[src/rst_wdog_pkg.sv]
// Constants, types and helpers shared by the reset sequencer and watchdog
// Notes on behaviour
// - Every entry into reset drives the reset pin low for exactly 34 bus cycles.
// - Bus cycles that time the pin drive and the watchdog run at half the core clock rate.
// - After the drive period the pin is let go so the pullup can raise it.
// - Once released the pin is sampled 38 bus cycles later and flagged as cause if still low.
// - Power-on, low voltage, watchdog, illegal opcode, illegal address, debug and pin resets are taken.
// - The reset status register keeps one cause flag per source except the debug forced reset.
// - An enabled watchdog that is not serviced in time forces a full system reset.
// - The watchdog only runs while its enable bit in the system options register is set.
// - Any write to the reset status address restarts the watchdog and leaves the flags alone.
// - Every reset leaves the watchdog enabled.
// - The system options register takes only the first write after reset.
// - The period select picks a timeout of 2^18 or 2^20 bus cycles.
// - The watchdog is frozen while the processor sits in active background debug mode.
package rst_wdog_pkg;

	localparam int unsigned DRIVE_TICKS     = 34;
	localparam int unsigned SETTLE_TICKS    = 38;
	localparam int unsigned WDOG_SHORT_LOG2 = 18;
	localparam int unsigned WDOG_LONG_LOG2  = 20;
	localparam int unsigned WDOG_W          = 21;

	localparam logic [5:0] DRIVE_LAST  = 6'(DRIVE_TICKS - 1);
	localparam logic [5:0] SETTLE_LAST = 6'(SETTLE_TICKS - 1);

	// Register byte offsets
	localparam logic [11:0] OFS_RESET_STATUS = 12'h000;
	localparam logic [11:0] OFS_SYS_OPTIONS  = 12'h004;
	localparam logic [11:0] OFS_EVT_STATUS   = 12'h008;
	localparam logic [11:0] OFS_EVT_MASK     = 12'h00C;

	// Reset cause flag positions
	localparam int CAUSE_LOWV    = 1;
	localparam int CAUSE_ILLADDR = 3;
	localparam int CAUSE_ILLOP   = 4;
	localparam int CAUSE_WDOG    = 5;
	localparam int CAUSE_PIN     = 6;
	localparam int CAUSE_POR     = 7;

	// System options fields
	localparam int OPT_EN_BIT   = 0;
	localparam int OPT_SEL_BIT  = 1;
	localparam int OPT_LOCK_BIT = 2;

	// Event flags
	localparam int EVT_SEQ_DONE   = 0;
	localparam int EVT_PIN_HELD   = 1;
	localparam int EVT_OPT_REJECT = 2;

	// Reset values
	localparam logic [7:0] CAUSE_RESET    = 8'h80;
	localparam logic       OPT_EN_RESET   = 1'b1;
	localparam logic       OPT_SEL_RESET  = 1'b1;
	localparam logic [2:0] EVT_MASK_RESET = 3'h0;

	typedef enum logic [2:0] {
		ST_DRIVE  = 3'b001,
		ST_SETTLE = 3'b010,
		ST_RUN    = 3'b100
	} seq_state_t;

	typedef struct packed {
		logic        psel;
		logic        penable;
		logic        pwrite;
		logic [11:0] paddr;
		logic [31:0] pwdata;
	} apb_req_t;

	typedef struct packed {
		logic [31:0] prdata;
		logic        pready;
		logic        pslverr;
	} apb_rsp_t;

	typedef struct packed {
		logic por;
		logic low_volt;
		logic illop;
		logic illaddr;
		logic bdm_force;
	} rst_src_t;

	// Debug forced reset resets the chip but leaves no flag
	function automatic logic [7:0] cause_of(rst_src_t s, logic wdog, logic has_ia);
		logic [7:0] c;
		c = 8'h00;
		c[CAUSE_POR]     = s.por;
		c[CAUSE_LOWV]    = s.low_volt;
		c[CAUSE_ILLOP]   = s.illop;
		c[CAUSE_ILLADDR] = s.illaddr & has_ia;
		c[CAUSE_WDOG]    = wdog;
		return c;
	endfunction : cause_of

endpackage : rst_wdog_pkg

[src/pin_sync2.sv]
// Two-stage synchroniser for the reset pin level
`timescale 1ns/1ps
`default_nettype none
module pin_sync2
	import rst_wdog_pkg::*;
(
	// Clock and reset
	input  wire logic clk_sys_i,
	input  wire logic srst_i,
	// Level
	input  wire logic d_i,
	output var  logic q_o
);

	typedef struct packed {
		logic s1;
		logic s2;
	} sync_state_t;

	sync_state_t q;
	sync_state_t d;

	// Pin idles high through its pullup
	always_comb
	begin
		d    = q;
		d.s1 = d_i;
		d.s2 = q.s1;
	end

	always_ff @(posedge clk_sys_i)
	begin
		if (srst_i)
			q <= 2'b11;
		else
			q <= d;
	end

	assign q_o = q.s2;

endmodule : pin_sync2
`default_nettype wire

[src/reset_sequencer_watchdog.sv]
// Reset gathering, reset pin sequencing and watchdog with APB registers
//
// Register access over APB and the register addresses are this design's own decisions.
`timescale 1ns/1ps
`default_nettype none
module reset_sequencer_watchdog
	import rst_wdog_pkg::*;
#(
	parameter bit          HAS_ILLEGAL_ADDR = 1'b1,
	parameter int unsigned WDOG_SHORT       = 2 ** WDOG_SHORT_LOG2,
	parameter int unsigned WDOG_LONG        = 2 ** WDOG_LONG_LOG2
)
(
	// Clock and reset
	input  wire logic     clk_sys_i,
	input  wire logic     srst_i,
	// APB slave
	input  wire apb_req_t apb_req_i,
	output var  apb_rsp_t apb_rsp_o,
	// Reset sources from the core
	input  wire rst_src_t src_i,
	input  wire logic     bdm_active_i,
	// Reset pin, open drain
	input  wire logic     rst_pin_i,
	output var  logic     rst_pin_o,
	output var  logic     rst_pin_oe_n_o,
	// System side
	output var  logic     sys_rst_o,
	output var  logic     irq_o
);

	typedef struct packed {
		seq_state_t  state;
		logic [5:0]  cnt;
		logic        div;
		logic [7:0]  cause;
		logic        opt_en;
		logic        opt_sel;
		logic        opt_lock;
		logic [2:0]  evt;
		logic [2:0]  mask;
		logic [31:0] prdata;
		logic        pready;
		logic        pslverr;
		logic        sys_rst;
		logic        oe_n;
		logic        irq;
	} core_state_t;

	// Power-up begins as a full sequence with the power-on flag
	localparam core_state_t Q_RESET = '{
		state:    ST_DRIVE,
		cnt:      6'h00,
		div:      1'b0,
		cause:    CAUSE_RESET,
		opt_en:   OPT_EN_RESET,
		opt_sel:  OPT_SEL_RESET,
		opt_lock: 1'b0,
		evt:      3'h0,
		mask:     EVT_MASK_RESET,
		prdata:   32'h00000000,
		pready:   1'b0,
		pslverr:  1'b0,
		sys_rst:  1'b1,
		oe_n:     1'b0,
		irq:      1'b0
	};

	core_state_t q;
	core_state_t d;

	logic        pin_sync;
	logic        pin_low;
	logic        tick;
	logic        wdog_to;
	logic        wdog_run;
	logic        wdog_clear;
	logic        setup;
	logic        access;
	logic        wr;
	logic        service;
	logic        wr_opt;
	logic        enter;
	logic [7:0]  new_cause;
	logic [2:0]  ev;
	logic [2:0]  w1c;
	logic [31:0] rd;
	logic        mapped;

	pin_sync2 u_pin_sync (
		.clk_sys_i (clk_sys_i),
		.srst_i    (srst_i),
		.d_i       (rst_pin_i),
		.q_o       (pin_sync)
	);

	assign pin_low = ~pin_sync;

	// Bus rate is half the core clock
	assign tick = q.div;

	// Counter is held clear during the sequence so each reset restarts it
	assign wdog_run   = q.opt_en && !bdm_active_i && (q.state == ST_RUN);
	assign wdog_clear = service || (q.state != ST_RUN);

	wdog_counter #(
		.SHORT_CYCLES (WDOG_SHORT),
		.LONG_CYCLES  (WDOG_LONG)
	) u_wdog (
		.clk_sys_i  (clk_sys_i),
		.srst_i     (srst_i),
		.tick_i     (tick),
		.run_i      (wdog_run),
		.clear_i    (wdog_clear),
		.long_sel_i (q.opt_sel),
		.timeout_o  (wdog_to)
	);

	// Bus decode; pready comes one cycle after setup, so no wait states
	assign setup   = apb_req_i.psel && !apb_req_i.penable;
	assign access  = apb_req_i.psel && apb_req_i.penable && q.pready;
	assign wr      = access && apb_req_i.pwrite;
	assign service = wr && (apb_req_i.paddr == OFS_RESET_STATUS);
	assign wr_opt  = wr && (apb_req_i.paddr == OFS_SYS_OPTIONS);

	assign new_cause = cause_of(src_i, wdog_to, HAS_ILLEGAL_ADDR);

	// Pin low only counts as a new entry while running; during the
	// sequence it is our own drive or the held-low case below
	assign enter = (|new_cause) || src_i.bdm_force
		|| ((q.state == ST_RUN) && pin_low);

	always_comb
	begin
		rd     = 32'h00000000;
		mapped = 1'b1;
		unique case (apb_req_i.paddr)
			OFS_RESET_STATUS: rd[7:0] = q.cause;
			OFS_SYS_OPTIONS:
			begin
				rd[OPT_EN_BIT]   = q.opt_en;
				rd[OPT_SEL_BIT]  = q.opt_sel;
				rd[OPT_LOCK_BIT] = q.opt_lock;
			end
			OFS_EVT_STATUS:   rd[2:0] = q.evt;
			OFS_EVT_MASK:     rd[2:0] = q.mask;
			default:          mapped = 1'b0;
		endcase
	end

	always_comb
	begin
		d     = q;
		ev    = 3'h0;
		w1c   = 3'h0;
		d.div = ~q.div;

		unique case (q.state)
			ST_DRIVE:
			begin
				if (tick)
				begin
					if (q.cnt == DRIVE_LAST)
					begin
						d.state = ST_SETTLE;
						d.cnt   = 6'h00;
					end
					else
						d.cnt = q.cnt + 6'h01;
				end
			end
			ST_SETTLE:
			begin
				if (tick)
				begin
					if (q.cnt == SETTLE_LAST)
					begin
						d.cnt = 6'h00;
						// Held low from outside: flag it and keep the chip in reset
						if (pin_low)
						begin
							d.cause[CAUSE_PIN] = 1'b1;
							ev[EVT_PIN_HELD]   = 1'b1;
						end
						else
						begin
							d.state          = ST_RUN;
							ev[EVT_SEQ_DONE] = 1'b1;
						end
					end
					else
						d.cnt = q.cnt + 6'h01;
				end
			end
			ST_RUN:
			begin
				d.cnt = 6'h00;
			end
		endcase

		// Options take only the first write; later ones are dropped
		if (wr_opt)
		begin
			if (!q.opt_lock)
			begin
				d.opt_en   = apb_req_i.pwdata[OPT_EN_BIT];
				d.opt_sel  = apb_req_i.pwdata[OPT_SEL_BIT];
				d.opt_lock = 1'b1;
			end
			else
				ev[EVT_OPT_REJECT] = 1'b1;
		end

		if (wr && (apb_req_i.paddr == OFS_EVT_STATUS))
			w1c = apb_req_i.pwdata[2:0];
		if (wr && (apb_req_i.paddr == OFS_EVT_MASK))
			d.mask = apb_req_i.pwdata[2:0];

		// Any entry restarts the whole sequence and unlocks the options
		if (enter)
		begin
			d.state    = ST_DRIVE;
			d.cnt      = 6'h00;
			// Restart the divider so the drive spans whole bus cycles
			d.div      = 1'b0;
			d.cause    = new_cause;
			d.opt_en   = OPT_EN_RESET;
			d.opt_sel  = OPT_SEL_RESET;
			d.opt_lock = 1'b0;
		end

		// Set beats clear when both land together
		d.evt = (q.evt & ~w1c) | ev;

		d.pready  = setup;
		d.pslverr = setup && !mapped;
		d.prdata  = (setup && !apb_req_i.pwrite) ? rd : 32'h00000000;

		d.sys_rst = (d.state != ST_RUN);
		d.oe_n    = (d.state != ST_DRIVE);
		d.irq     = |(d.evt & d.mask);
	end

	always_ff @(posedge clk_sys_i)
	begin
		if (srst_i)
			q <= Q_RESET;
		else
			q <= d;
	end

	// Pin data is constant low; only the enable toggles
	assign rst_pin_o         = 1'b0;
	assign rst_pin_oe_n_o    = q.oe_n;
	assign sys_rst_o         = q.sys_rst;
	assign irq_o             = q.irq;
	assign apb_rsp_o.prdata  = q.prdata;
	assign apb_rsp_o.pready  = q.pready;
	assign apb_rsp_o.pslverr = q.pslverr;

	// Checking aids: bus ticks seen in one uninterrupted drive
	logic [6:0] drv_seen;

	always_ff @(posedge clk_sys_i)
	begin
		if (srst_i)
			drv_seen <= 7'h00;
		else if (enter)
			drv_seen <= 7'h00;
		else if (tick && (q.state == ST_DRIVE))
			drv_seen <= drv_seen + 7'h01;
	end

	// Bus ticks since the pin was let go or last found held low
	logic [6:0] settle_seen;

	always_ff @(posedge clk_sys_i)
	begin
		if (srst_i)
			settle_seen <= 7'h00;
		else if (enter || (q.state != ST_SETTLE) || ev[EVT_PIN_HELD])
			settle_seen <= 7'h00;
		else if (tick)
			settle_seen <= settle_seen + 7'h01;
	end
endmodule : reset_sequencer_watchdog
`default_nettype wire

[src/wdog_counter.sv]
// Watchdog period counter on the bus-rate enable
`timescale 1ns/1ps
`default_nettype none
module wdog_counter
	import rst_wdog_pkg::*;
#(
	parameter int unsigned SHORT_CYCLES = 2 ** WDOG_SHORT_LOG2,
	parameter int unsigned LONG_CYCLES  = 2 ** WDOG_LONG_LOG2
)
(
	// Clock and reset
	input  wire logic clk_sys_i,
	input  wire logic srst_i,
	// Control
	input  wire logic tick_i,
	input  wire logic run_i,
	input  wire logic clear_i,
	input  wire logic long_sel_i,
	// Result
	output var  logic timeout_o
);

	localparam logic [WDOG_W-1:0] SHORT_LAST = WDOG_W'(SHORT_CYCLES - 1);
	localparam logic [WDOG_W-1:0] LONG_LAST  = WDOG_W'(LONG_CYCLES - 1);

	typedef struct packed {
		logic [WDOG_W-1:0] cnt;
		logic              timeout;
	} wdog_state_t;

	wdog_state_t       q;
	wdog_state_t       d;
	logic [WDOG_W-1:0] last;

	always_comb
	begin
		d         = q;
		d.timeout = 1'b0;
		last      = long_sel_i ? LONG_LAST : SHORT_LAST;
		if (clear_i)
			d.cnt = '0;
		else if (run_i && tick_i)
		begin
			if (q.cnt >= last)
			begin
				d.cnt     = '0;
				d.timeout = 1'b1;
			end
			else
				d.cnt = q.cnt + 21'h000001;
		end
	end

	always_ff @(posedge clk_sys_i)
	begin
		if (srst_i)
			q <= '0;
		else
			q <= d;
	end

	assign timeout_o = q.timeout;
endmodule : wdog_counter
`default_nettype wire

[config.mk]
export PLATFORM = sky130hd
export DESIGN_NAME = reset_sequencer_watchdog
export DESIGN_NICKNAME = d
export VERILOG_FILES = /design/src/rst_wdog_pkg.sv /design/src/pin_sync2.sv /design/src/reset_sequencer_watchdog.sv /design/src/wdog_counter.sv
export SDC_FILE = /design/constraint.sdc
export NUM_CORES = 1
export LEC_CHECK = 0
export BUFFER_PORTS_ARGS = -buffer_cell sky130_fd_sc_hd__buf_4
export CAP_MARGIN = 20
export CELL_PAD_IN_SITES_DETAIL_PLACEMENT = 1
export CELL_PAD_IN_SITES_GLOBAL_PLACEMENT = 1
export CORE_MARGIN = 2
export CORE_UTILIZATION = 25
export DETAILED_ROUTE_END_ITERATION = 16
export PLACE_DENSITY_LB_ADDON = 0.1
export SETUP_SLACK_MARGIN = 0.5
export SYNTH_ARGS = -nofsm -noshare
export SYNTH_HDL_FRONTEND = slang
export SYNTH_HIERARCHICAL = 1
export SYNTH_SLANG_ARGS = --single-unit
[constraint.sdc]
create_clock -name clk_sys_i -period 3.8 [get_ports clk_sys_i]
set_input_delay 0.38 -clock clk_sys_i [delete_from_list [all_inputs] [get_ports clk_sys_i]]
set_output_delay 0.38 -clock clk_sys_i [all_outputs]
set_load 0.02 [all_outputs]
### Yosys cells after proc, flatten, opt, wreduce, memory -nomap -nowiden

Cells that the tools add are included.

* reduce and logical (&&, ||, !) cells: 33
* order comparisons: 1
* equal/unequal tests: 13
* muxes and demuxes: 30
* bitwise logic cells: 10
* $add $sub $neg: 2

Operators by type and width (number)
* 2-to-1 mux 21 bit: 2
* equality test 12 x 4 -> 1 bit, second input constant: 2
* adder 21 x 1 -> 21 bit, second input constant: 1
* greater-or-equal comparator 21 bit: 1
* 2-to-1 mux 3 bit: 7
* 2-to-1 mux 20 bit: 1
* 2-to-1 mux 9 bit: 2
* one-hot mux 6 bit (3 select lines): 1
* logical AND 1 bit: 14
* equality test 12 x 3 -> 1 bit, second input constant: 1
* equality test 6 bit, second input constant: 2
* logical NOT 12 bit: 1
* 2-to-1 mux 6 bit: 2
* one-hot mux 3 bit (4 select lines): 1
* 2-to-1 mux 1 bit: 10
* OR reduction 3 bit: 3
* adder 6 x 1 -> 6 bit, second input constant: 1
* bitwise AND 3 bit: 2
* 2-to-1 mux 2 bit: 3
* inequality test 3 bit, second input constant: 2
* inverter 1 bit: 6
* one-hot mux 3 bit (2 select lines): 1
* OR reduction 2 bit: 3
* OR reduction 5 bit: 1
* 12 further kinds: 19

* logic and storage cells: 111
* input port bits: 56
* bits in registers: 86

### Longest topological paths before layout

Gate-level depths: netlist of the first run.

* depth in word-level cells: 10
* gate-level depth with buffers: 9
* gate-level depth less buffers: 7

### Modules after synthesis

Netlist of the first run, hierarchy kept.

By module, submodules not included
* reset_sequencer_watchdog: instances 1, cells an instance 213, area each 1999.4 µm²
* wdog_counter: instances 1, cells an instance 136, area each 1199.9 µm²
* pin_sync2: instances 1, cells an instance 4, area each 52.6 µm²

### Worst setup path after synthesis of the first run

No wires, ideal clock.

* path kind: register to register
* start point: reg q[62] in the netlist's numbering
* end point: reg u_wdog/q[11] in the netlist's numbering
* path slack: 1673 ps
* clock period less this slack: 2127 ps
* library setup time: 115 ps
* arrival time: 2012 ps
* cell stages (with the launch flop): 9
* path through: dfxtp_1 buf_2 or3b_1 nor3b_1 nand3_1 or2_2 nor3_1 xnor2_1 nor2_1

* cells in the longest elaborated chain, start to end: 3
* elaborated cells between the ends (all ways): 6
* classes of those cells: eq/ne: 2; reduce/logical: 4

Ends and longest elaborated chain
* from (decl): line reset_sequencer_watchdog.sv:69 `core_state_t q;`
* from (signal assigned): line reset_sequencer_watchdog.sv:247 `q <= Q_RESET;`
* from (signal assigned): line reset_sequencer_watchdog.sv:249 `q <= d;`
* equality test 3 bit: line reset_sequencer_watchdog.sv:103 `assign wdog_run = q.opt_en && !bdm_active_i && (q.state == ST_RUN);`
* logical AND 1 bit: line reset_sequencer_watchdog.sv:103
* net wdog_run: line reset_sequencer_watchdog.sv:76 `logic wdog_run;`
* logical AND 1 bit: line wdog_counter.sv:42 `else if (run_i && tick_i)`
* to (signal assigned): line wdog_counter.sv:57 `q <= '0;`
* to (signal assigned): line wdog_counter.sv:59 `q <= d;`
* to (decl): line wdog_counter.sv:31 `wdog_state_t q;`

The timed path passes the listed nets, and every way through them passes these cells.
A chain may end at the register's enable or synchronous reset.

### Final worst setup path of the first run

* start point: reg q[63] in the netlist's numbering
* end point: reg u_wdog/q[13] in the netlist's numbering

Same word-level chain as after synthesis.

==> metrics.csv, run 1 <==
metric;value;unit
end_kind;register;
first_pass_iters;4;
power_density;409;nW/um2
antenna_found_initial;0;
cts.sinks;62;
maxSlewViolCount;0;
crit_path_max_fanout;15;
power.internal;1.20;mW
cap_violations;0;
layout.nets;445;
clock_power_share;53.7;%
vias;2477;
worstPathArrival;2720;ps
cp_top_family;simple AND/OR/NAND/NOR gates;
synth-xor-area-share;5.39;%
gp_congestion;0.717;
start_util;25.7;%
ios;94;
leakage;1.49;nW
clkTransAtPathRegs;60;ps
vdd_drop_max;242;uV
io_buffers;39;
worst-path-stages;5;
synth-compound-area-share;11.4;%
rsz0062_at_grt;false;
start_kind;register;
yosys.area_share.simple;30.1;%
cts_max_level;3;
setup_slack;1280;ps
synthArstFlopShare;0;%
syn_area;3250;um2
cp_num_buf_inv;0;
switchingPower;379;uW
path_cells;or3b_1 -> nor3b_1 -> nand2_1 -> o21ai_2 -> nor2_1;
cts_tree;built;
setup_viol;0;
seq_power_share;41.7;%
avgSynthCellArea;9.21;um2
wirelength;7570;um
post-route-period-util;66.4;%
cts_inserted_buffers;9;
required;4000;ps
grtUsageTotal;11.6;%
avgViaCountPerCell;4.42;
ant_nets;0;
synth_top_family_by_area;simple AND/OR/NAND/NOR gates;
slowest_stage;o21ai_2;
whs_path_depth;2;
ctsHoldBuffers;0;
core;12700;um2
synth_cell_types;68;
combinationalPowerShare;4.6;%
drc;0;
finClkSkew;5.54;ps
cpPeakStageDelay;660;ps
wl_per_cell;13.5;um
synthAdderAreaFrac;1.92;%
ys_seq_area_share;38.2;%
drive_above_1_share;23.4;%
max_freq;396;MHz
die_area;13900;um2
dominantRegCellSynth;dfxtp_1;
worst_hold_slack;219;ps
ctsResizeCount;0;
synth_edf_count;0;
first_iter_violations;115;
root_buffer;clkbuf_16;
worst_pin_slew;749;ps
placement_rows;41;
grt_start_max_net_pins;21;
layout_min_cycle_time;2520;ps
nFillCells;1477;
die_h;118;um
relSlewSlack;50.0;%
switching_share;24.1;%
pre_cts_slack;1180;ps
clock_latency;340;ps
yosysWarnings;6;
synthCells;353;
overflow;0;
syn_to_final_growth;18.3;%
hold_class;input port to register;
final_hold_viol_count;0;
muxShareOfSynthArea;2.00;%
clock_path_buffers;2;
critPathKind;register to register;
post_cts_buffers;0;
n_antenna_cell;0;
grt_pass1_vias;2500;
fp.dieW;118;um
timing.setup.tns;0;ps
outcome;complete, no violations;
reg2reg_depth;5;
grt_pass1_wl;12600;um
synth_seq_cells;62;
dpl.hpwl;5640;um
registers in the layout, summed over array words and instances, names as in the netlist:
| signal | flops |
|---|---|
| apb_rsp_o | 10 |
| tick | 1 |
| sys_rst_o | 1 |
| u_wdog/q | 21 |
| u_pin_sync/q_o | 1 |
| u_wdog/timeout_o | 1 |
| q | 24 |
| irq_o | 1 |
| rst_pin_oe_n_o | 1 |
| u_pin_sync/d | 1 |
power by group through the flow:
stage | clock network (mW) | registers, mW | logic (mW)
floorplan | 0 | 0.670 | 0.0604
global placement | 0 | 0.671 | 0.0726
detailed placement | 0 | 0.671 | 0.0730
CTS | 0.875 | 0.657 | 0.0732
global route | 0.903 | 0.657 | 0.0785
finish | 0.845 | 0.657 | 0.0726
worst register-to-register path: stages, from the launching register on:
cell and delay [ps]:
dfxtp_1 450, or3b_1 430, nor3b_1 430, nand2_1 290
o21ai_2 660, nor2_1 110
synth_stat cells, types with 2 or more instances:
library cell | instances | area share, %
xor2_1 | 13 | 3.5
mux2_2 | 4 | 1.4
dfxtp_1 | 62 | 38
nor3_1 | 4 | 0.62
nor4_4 | 4 | 2.6
buf_6 | 2 | 0.69
nand4_1 | 11 | 2.1
a31oi_1 | 3 | 0.58
mux2i_1 | 2 | 0.62
and2_1 | 6 | 1.2
a21boi_0 | 3 | 0.69
and2_2 | 2 | 0.46
nand2_1 | 24 | 2.8
o21ai_0 | 14 | 2.2
and3_1 | 4 | 0.77
o21ba_2 | 2 | 0.62
or2_1 | 2 | 0.38
xnor2_1 | 7 | 1.9
inv_1 | 10 | 1.2
buf_2 | 3 | 0.46
buf_4 | 35 | 8.1
nor3_4 | 2 | 1.0
nor2b_1 | 9 | 1.7
ha_1 | 5 | 1.9
nand3_1 | 12 | 1.8
a211oi_1 | 5 | 1.2
nor3b_1 | 4 | 0.92
a211o_1 | 3 | 0.81
clkbuf_1 | 2 | 0.23
a21oi_1 | 7 | 1.1
or2_2 | 3 | 0.58
o21a_1 | 5 | 1.2
and4_1 | 3 | 0.81
nor2_1 | 39 | 4.5
nand4_4 | 2 | 1.3
a22oi_1 | 3 | 0.69
logic make-up (layout without fill, tap and decap cells):
kind of cell,after synthesis,after routing
adder cells (fa/ha/maj),5,5
AO/OA/AOI/OAI,54,54
other,1,25
AND/OR/NAND/NOR,151,151
flip-flops,62,62
multiplexers,6,6
XOR/XNOR,20,20
buffers and inverters,54,66
metrics by stage:
step                std cells  total power, mW  util [%]  cell area (um2)
floorplan                 377            0.731         -             3340
global placement          545            0.744      27.9             3540
detailed placement        545            0.744      27.9             3540
CTS                       561             1.60      30.4             3850
global route              561             1.64      30.4             3850
finish                    561             1.57      30.4             3850
metal layers:
layer | GRT usage (%) | up-vias | wire length (um)
met5 | 0 | - | 0
met4 | 4.29 | 0 | 116
met3 | 4.60 | 11 | 329
met2 | 18.8 | 42 | 3530
met1 | 13.9 | 1180 | 3590
li1 | - | 1244 | -
path summary, 6_finish.rpt:
| kind | from | end | slack (ps) |
|---|---|---|---|
| hold / removal | rst_pin_i | u_pin_sync/d[0] | 220 |
| setup reg to reg | q[63] | u_wdog/q[13] | 1280 |
| hold reg to reg | u_pin_sync/d[0] | u_pin_sync/q_o | 400 |
| setup / recovery | q[63] | u_wdog/q[13] | 1280 |
area by class of cell:
| class | count | area (um2) | share of cell area [%] |
|---|---|---|---|
| multi-input combinational | 261 | 1750 | 45.4 |
| sequential | 62 | 1240 | 32.3 |
| timing repair buffer | 40 | 300 | 7.80 |
| clock buffer | 9 | 225 | 5.85 |
| tap | 172 | 215 | 5.59 |
| clock inverter | 7 | 81.3 | 2.11 |
| inverter | 10 | 37.5 | 0.976 |
cells in the final DEF (no fill, tap or decap), types with 5 or more instances in the layout:
cell type and n:
clkbuf_16 9, nor2_1 39, inv_1 10, ha_1 5
nand2_1 24, buf_4 40, conb_1 25, and2_1 6
xnor2_1 7, a211oi_1 5, a21oi_1 7, o21a_1 5
nand4_1 11, o21ai_0 14, dfxtp_1 62, nor2b_1 9
nand3_1 12, xor2_1 13
Note: power is estimated with default switching activity, not from simulation.
==> run 2: changes to the inputs <==
==> constraint.sdc (replaced) <==
create_clock -name clk_sys_i -period 2.2 [get_ports clk_sys_i]
set_input_delay 0.22 -clock clk_sys_i [delete_from_list [all_inputs] [get_ports clk_sys_i]]
set_output_delay 0.22 -clock clk_sys_i [all_outputs]
set_load 0.02 [all_outputs]
==> run 2 against run 1 <==
- register-to-register slack got worse by 1100 ps
- cell area rose by 12%
- first-iteration DRC count fell by 32%
- sequential share of layout area fell by 3.2 points
- count of clock-buffer cells in the layout did not move
- wire length rose by 5.1%
- critical endpoint is now u_wdog/q[16]
==> metrics.csv, run 2 (synthesized netlist as in run 1, its figures left out) <==
metric;value;unit;change
regMostFlops;q;;
final_area;4320;um2;+12%
hold_class;input port to register;;
multi_input_area;1970;um2;+13%
worst_hold_slack;58.1;ps;-161 ps
final_common_cell;dfxtp_1;;
total_power;2.73;mW;+74%
grt_pass1_vias;2605;;+4.2%
timing.setup.tns;0;ps;unchanged
max_freq;490;MHz;+24%
worstPathArrival;2280;ps;-440 ps
core;12700;um2;unchanged
cts.sinks;62;;unchanged
power_density;633;nW/um2;+55%
maxSlewViolCount;0;;unchanged
dr_wl_met3;308;um;-6.4%
clkTransAtPathRegs;60;ps;about the same
avgViaCountPerCell;4.38;;-0.85%
vdd_drop_max;388;uV;+60%
relSlewSlack;59.0;%;+8.9 points
first_pass_iters;4;;unchanged
cts_max_level;3;;unchanged
final_hold_viol_count;0;;unchanged
wirelength;7950;um;+5.1%
met1Wirelength;3630;um;+1.3%
leakage;1.68;nW;+12%
layout_min_cycle_time;2040;ps;-483 ps
crit_path_max_fanout;4;;-11
gp_congestion;0.712;;-0.74%
die_area;13900;um2;unchanged
clock_path_buffers;2;;unchanged
placement_rows;41;;unchanged
worst_pin_slew;612;ps;-138 ps
nFillCells;1477;;unchanged
layout.nets;469;;+5.4%
io_buffers;39;;unchanged
root_buffer;clkbuf_16;;
die_h;118;um;unchanged
ctsHoldBuffers;0;;unchanged
regArea;1250;um2;+0.91%
start_kind;register;;
cap_violations;0;;unchanged
cts_tree;built;;
required;2430;ps;-1570 ps
largest_register_ffs;24;;unchanged
setup_viol;0;;unchanged
vias;2561;;+3.4%
ant_nets;0;;unchanged
post-route-period-util;92.8;%;+26 points
highest_layer;met4;;
rsz0062_at_grt;true;;
overflow;0;;unchanged
outcome;complete, no violations;;
grt_pass1_wl;13500;um;+6.5%
antenna_found_initial;0;;unchanged
clock_latency;340;ps;about the same
ios;94;;unchanged
n_antenna_cell;0;;unchanged
first_iter_violations;78;;-32%
critPathKind;register to register;;
drive_above_1_share;37.8;%;+14 points
dpl.hpwl;5720;um;+1.5%
wl_met2;3860;um;+9.3%
finClkSkew;5.36;ps;-0.184 ps
drc;0;;unchanged
wl_per_cell;13.6;um;+0.83%
end_kind;register;;
grt_start_max_net_pins;21;;unchanged
grtUsageTotal;12.3;%;+0.67 points
start_util;25.7;%;unchanged
final_cell_mix;55 x dfxtp_1, 53 x buf_4, 35 x nor2_1, 25 x conb_1, 20 x nand2_1;;
cts_inserted_buffers;9;;unchanged
placed_area;3670;um2;+3.5%
syn_to_final_growth;32.7;%;
fp.dieW;118;um;unchanged
==> run 2: changes by cell type in the layout (fill, tap and decap cells not counted), sizes merged <==
cell | previous run | this run
buf | 40 | 64
clkinv | 3 | 2
clkinvlp | 1 | 2
==> run 2: what timing repair did <==
item                                    in CTS  in global routing
resized for setup                           25                 38
pin swaps                                   11                 12
setup buffers                                8                  6
endpoints found under the setup margin      29                 30
gates cloned                                 0                  0
==> run 2: area by class of cell <==
type / count / area share, %
sequential: 62 / 29.0
clock inverter: 7 / 1.91
inverter: 10 / 0.928
clock buffer: 9 / 5.22
timing repair buffer: 64 / 12.3
tap: 172 / 4.99
multi-input combinational: 261 / 45.6
==> run 2: final timing paths <==
kind,startpoint,end,slack [ps],cells past startpoint
max reg2reg,q[61],u_wdog/q[16],160,8
min reg2reg,u_pin_sync/d[0],u_pin_sync/q_o,400,1
max,q[61],u_wdog/q[16],160,8
min,rst_pin_i,u_pin_sync/d[0],60,2
==> run 2: power by group <==
part | leakage, nW | total, mW | internal (mW) | switching [mW]
Sequential | 0.503 | 1.13 | 1.13 | 0.00400
Clock | 0.144 | 1.47 | 0.891 | 0.578
Combinational | 1.03 | 0.130 | 0.0473 | 0.0829
Total | 1.68 | 2.73 | 2.07 | 0.665
==> run 2: metal layers <==
layer / vias to the layer above / GRT usage, %
met3: 10 / 4.41
met1: 1229 / 15.0
met4: 0 / 5.27
met5: - / 0
met2: 35 / 19.5
li1: 1287 / -
==> run 2: critical path, stage by stage, from the launching register on <==
cell and delay, ps:
dfxtp_2 320, or3b_4 420, nor3b_4 270, nand4_1 230, nor4_4 180, buf_4 180
nand4_1 110, xor2_1 160, nor2_1 50
==> run 2: through the flow <==
stage | cells | setup WS, ps | utilization (%)
floorplan | 377 | 313 | -
global placement | 555 | 119 | 28.9
detailed placement | 555 | 113 | 28.9
CTS | 579 | 162 | 32.6
global route | 585 | 3.37 | 34.1
finish | 585 | 159 | 34.1
==> run 3: changes to the inputs <==
==> constraint.sdc (replaced) <==
create_clock -name clk_sys_i -period 1.68 [get_ports clk_sys_i]
set_input_delay 0.168 -clock clk_sys_i [delete_from_list [all_inputs] [get_ports clk_sys_i]]
set_output_delay 0.168 -clock clk_sys_i [all_outputs]
set_load 0.02 [all_outputs]
==> run 3 against run 2 <==
- the run now ends with negative setup slack left
- hold slack worse by 37 ps
- clock power is 37% higher
- count of clock-buffer cells in the layout stayed put
- sequential share of layout area is 3.8 points lower
- sequential cell count stayed put
- sequential power is 32% higher
- non-clock buffer count is 53 higher
- register-to-register slack worse by 490 ps
- total power is 35% higher
- critical path depth is 1 lower
- via count is 11% higher
- highest routed layer unchanged
==> metrics.csv, run 3 (synthesized netlist as in run 1, its figures left out) <==
metric;value;unit;change
root_buffer;clkbuf_16;;
die_area;13900;um2;unchanged
start_util;25.7;%;unchanged
outcome;finished with violations;;
core;12700;um2;unchanged
cts_inserted_buffers;9;;unchanged
vdd_drop_max;326;uV;-16%
ant_nets;0;;unchanged
cts_tree;built;;
final_cell_mix;93 x buf_4, 55 x dfxtp_1, 30 x nor2_1, 25 x conb_1, 21 x buf_6;;
placed_area;4030;um2;+10%
max_freq;496;MHz;+1.3%
grt_use_met3;2.66;%;-1.7 points
power_density;743;nW/um2;+17%
first_pass_iters;4;;unchanged
required;1910;ps;-520 ps
post-route-period-util;120;%;+27 points
switchingPower;827;uW;+24%
nFillCells;1439;;-2.6%
avgViaCountPerCell;4.44;;+1.5%
final_area;4960;um2;+15%
grt_start_max_net_pins;16;;-24%
drc;0;;unchanged
worst_hold_slack;20.8;ps;-37.3 ps
setup_slack;-336;ps;-494 ps
power.internal;2.86;mW;+38%
final_core_util;39.1;%;+5.1 points
n_antenna_cell;0;;unchanged
hold_class;input port to register;;
maxSlewViolCount;0;;unchanged
worstPathArrival;2250;ps;-30 ps
die_h;118;um;unchanged
antenna_found_initial;0;;unchanged
finClkSkew;5.22;ps;-0.141 ps
layout_min_cycle_time;2020;ps;-25.5 ps
drive_above_1_share;49.4;%;+12 points
wl_per_cell;14.2;um;+4.1%
cap_violations;0;;unchanged
rsz0062_at_grt;true;;
cts.sinks;62;;unchanged
syn_to_final_growth;52.5;%;
grt_pass1_wl;14900;um;+11%
io_buffers;39;;unchanged
critPathKind;register to register;;
seq_power_share;40.3;%;-1.2 points
met2_usage;22.4;%;+2.9 points
fp.dieW;118;um;unchanged
clkTransAtPathRegs;60;ps;about the same
cts_max_level;3;;unchanged
gp_congestion;0.731;;+2.8%
combinationalPowerShare;5.3;%;+0.5 points
gr-usage-met1;16.8;%;+1.8 points
setup_viol;28;;+28
overflow;0;;unchanged
first_iter_violations;52;;-33%
placement_rows;41;;unchanged
grt.busiest_layer;met2;;
grt_pass1_vias;2918;;+12%
dpl.hpwl;6310;um;+10%
switching_share;22.4;%;-1.9 points
ctsHoldBuffers;0;;unchanged
regMostFlops;q;;
start_kind;register;;
layout.nets;522;;+11%
leakage;2.02;nW;+20%
clock_power_share;54.4;%;+0.6 points
wirelength;9030;um;+14%
final_hold_viol_count;0;;unchanged
total_power;3.69;mW;+35%
crit_path_max_fanout;4;;unchanged
clock_path_buffers;2;;unchanged
final_common_cell;buf_4;;
grtUsageTotal;13.6;%;+1.3 points
vias;2835;;+11%
ios;94;;unchanged
largest_register_ffs;24;;unchanged
violations;negative setup slack;;
end_kind;register;;
clock_latency;330;ps;about the same
[run 3: critical path, stage by stage, from the launching register on]
cell	delay [ps]
dfxtp_2	320
or3b_4	400
nor3b_4	270
nand4_1	230
nor4_4	310
nand4_1	170
xor2_1	160
nor2_1	50
[run 3: final cells by class]
cell class                      count  area (um2)  area share, %
Multi-Input combinational cell    261        2130           43.0
Timing Repair Buffer              117         995           20.1
Tap cell                          172         215           4.34
Clock buffer                        9         225           4.54
Inverter                           10        42.5          0.858
Clock inverter                      7        97.6           1.97
Sequential cell                    62        1250           25.2
[run 3: final timing paths]
kind              startpoint         endpoint  slack [ps]  cells past startpoint
min reg2reg  u_pin_sync/d[0]   u_pin_sync/q_o         430                      1
max reg2reg            q[61]     u_wdog/q[16]        -340                      7
min                rst_pin_i  u_pin_sync/d[0]          20                      2
max                    q[61]     u_wdog/q[16]        -340                      7
[run 3: metrics by stage]
step | setup slack [ps] | cells | TNS (ps)
floorplan | -207 | 377 | -2550
global placement | -291 | 596 | -4460
detailed placement | -350 | 596 | -5500
CTS | -353 | 631 | -4170
global route | -458 | 638 | -7750
finish | -336 | 638 | -4770
[run 3: timing repair]
item,in CTS,in global routing
buffers inserted,19,7
setup endpoints to repair,58,58
pin swaps,31,25
resized for setup,77,24
[run 3: power by group through the flow]
| stage | combinational (mW) | clock (mW) | sequential, mW |
|---|---|---|---|
| 5_1_grt | 0.209 | 2.13 | 1.49 |
| 4_1_cts | 0.193 | 2.07 | 1.49 |
| 3_3_place_gp | 0.180 | 0 | 1.52 |
| 2_1_floorplan | 0.138 | 0 | 1.52 |
| 3_5_place_dp | 0.181 | 0 | 1.52 |
| 6_report | 0.195 | 2.01 | 1.49 |
[run 3: metal layers]
layer	wire, um	up-vias
li1	-	1396
met1	4110	1358
met2	4370	69
met3	355	12
met4	197	0
met5	0	-
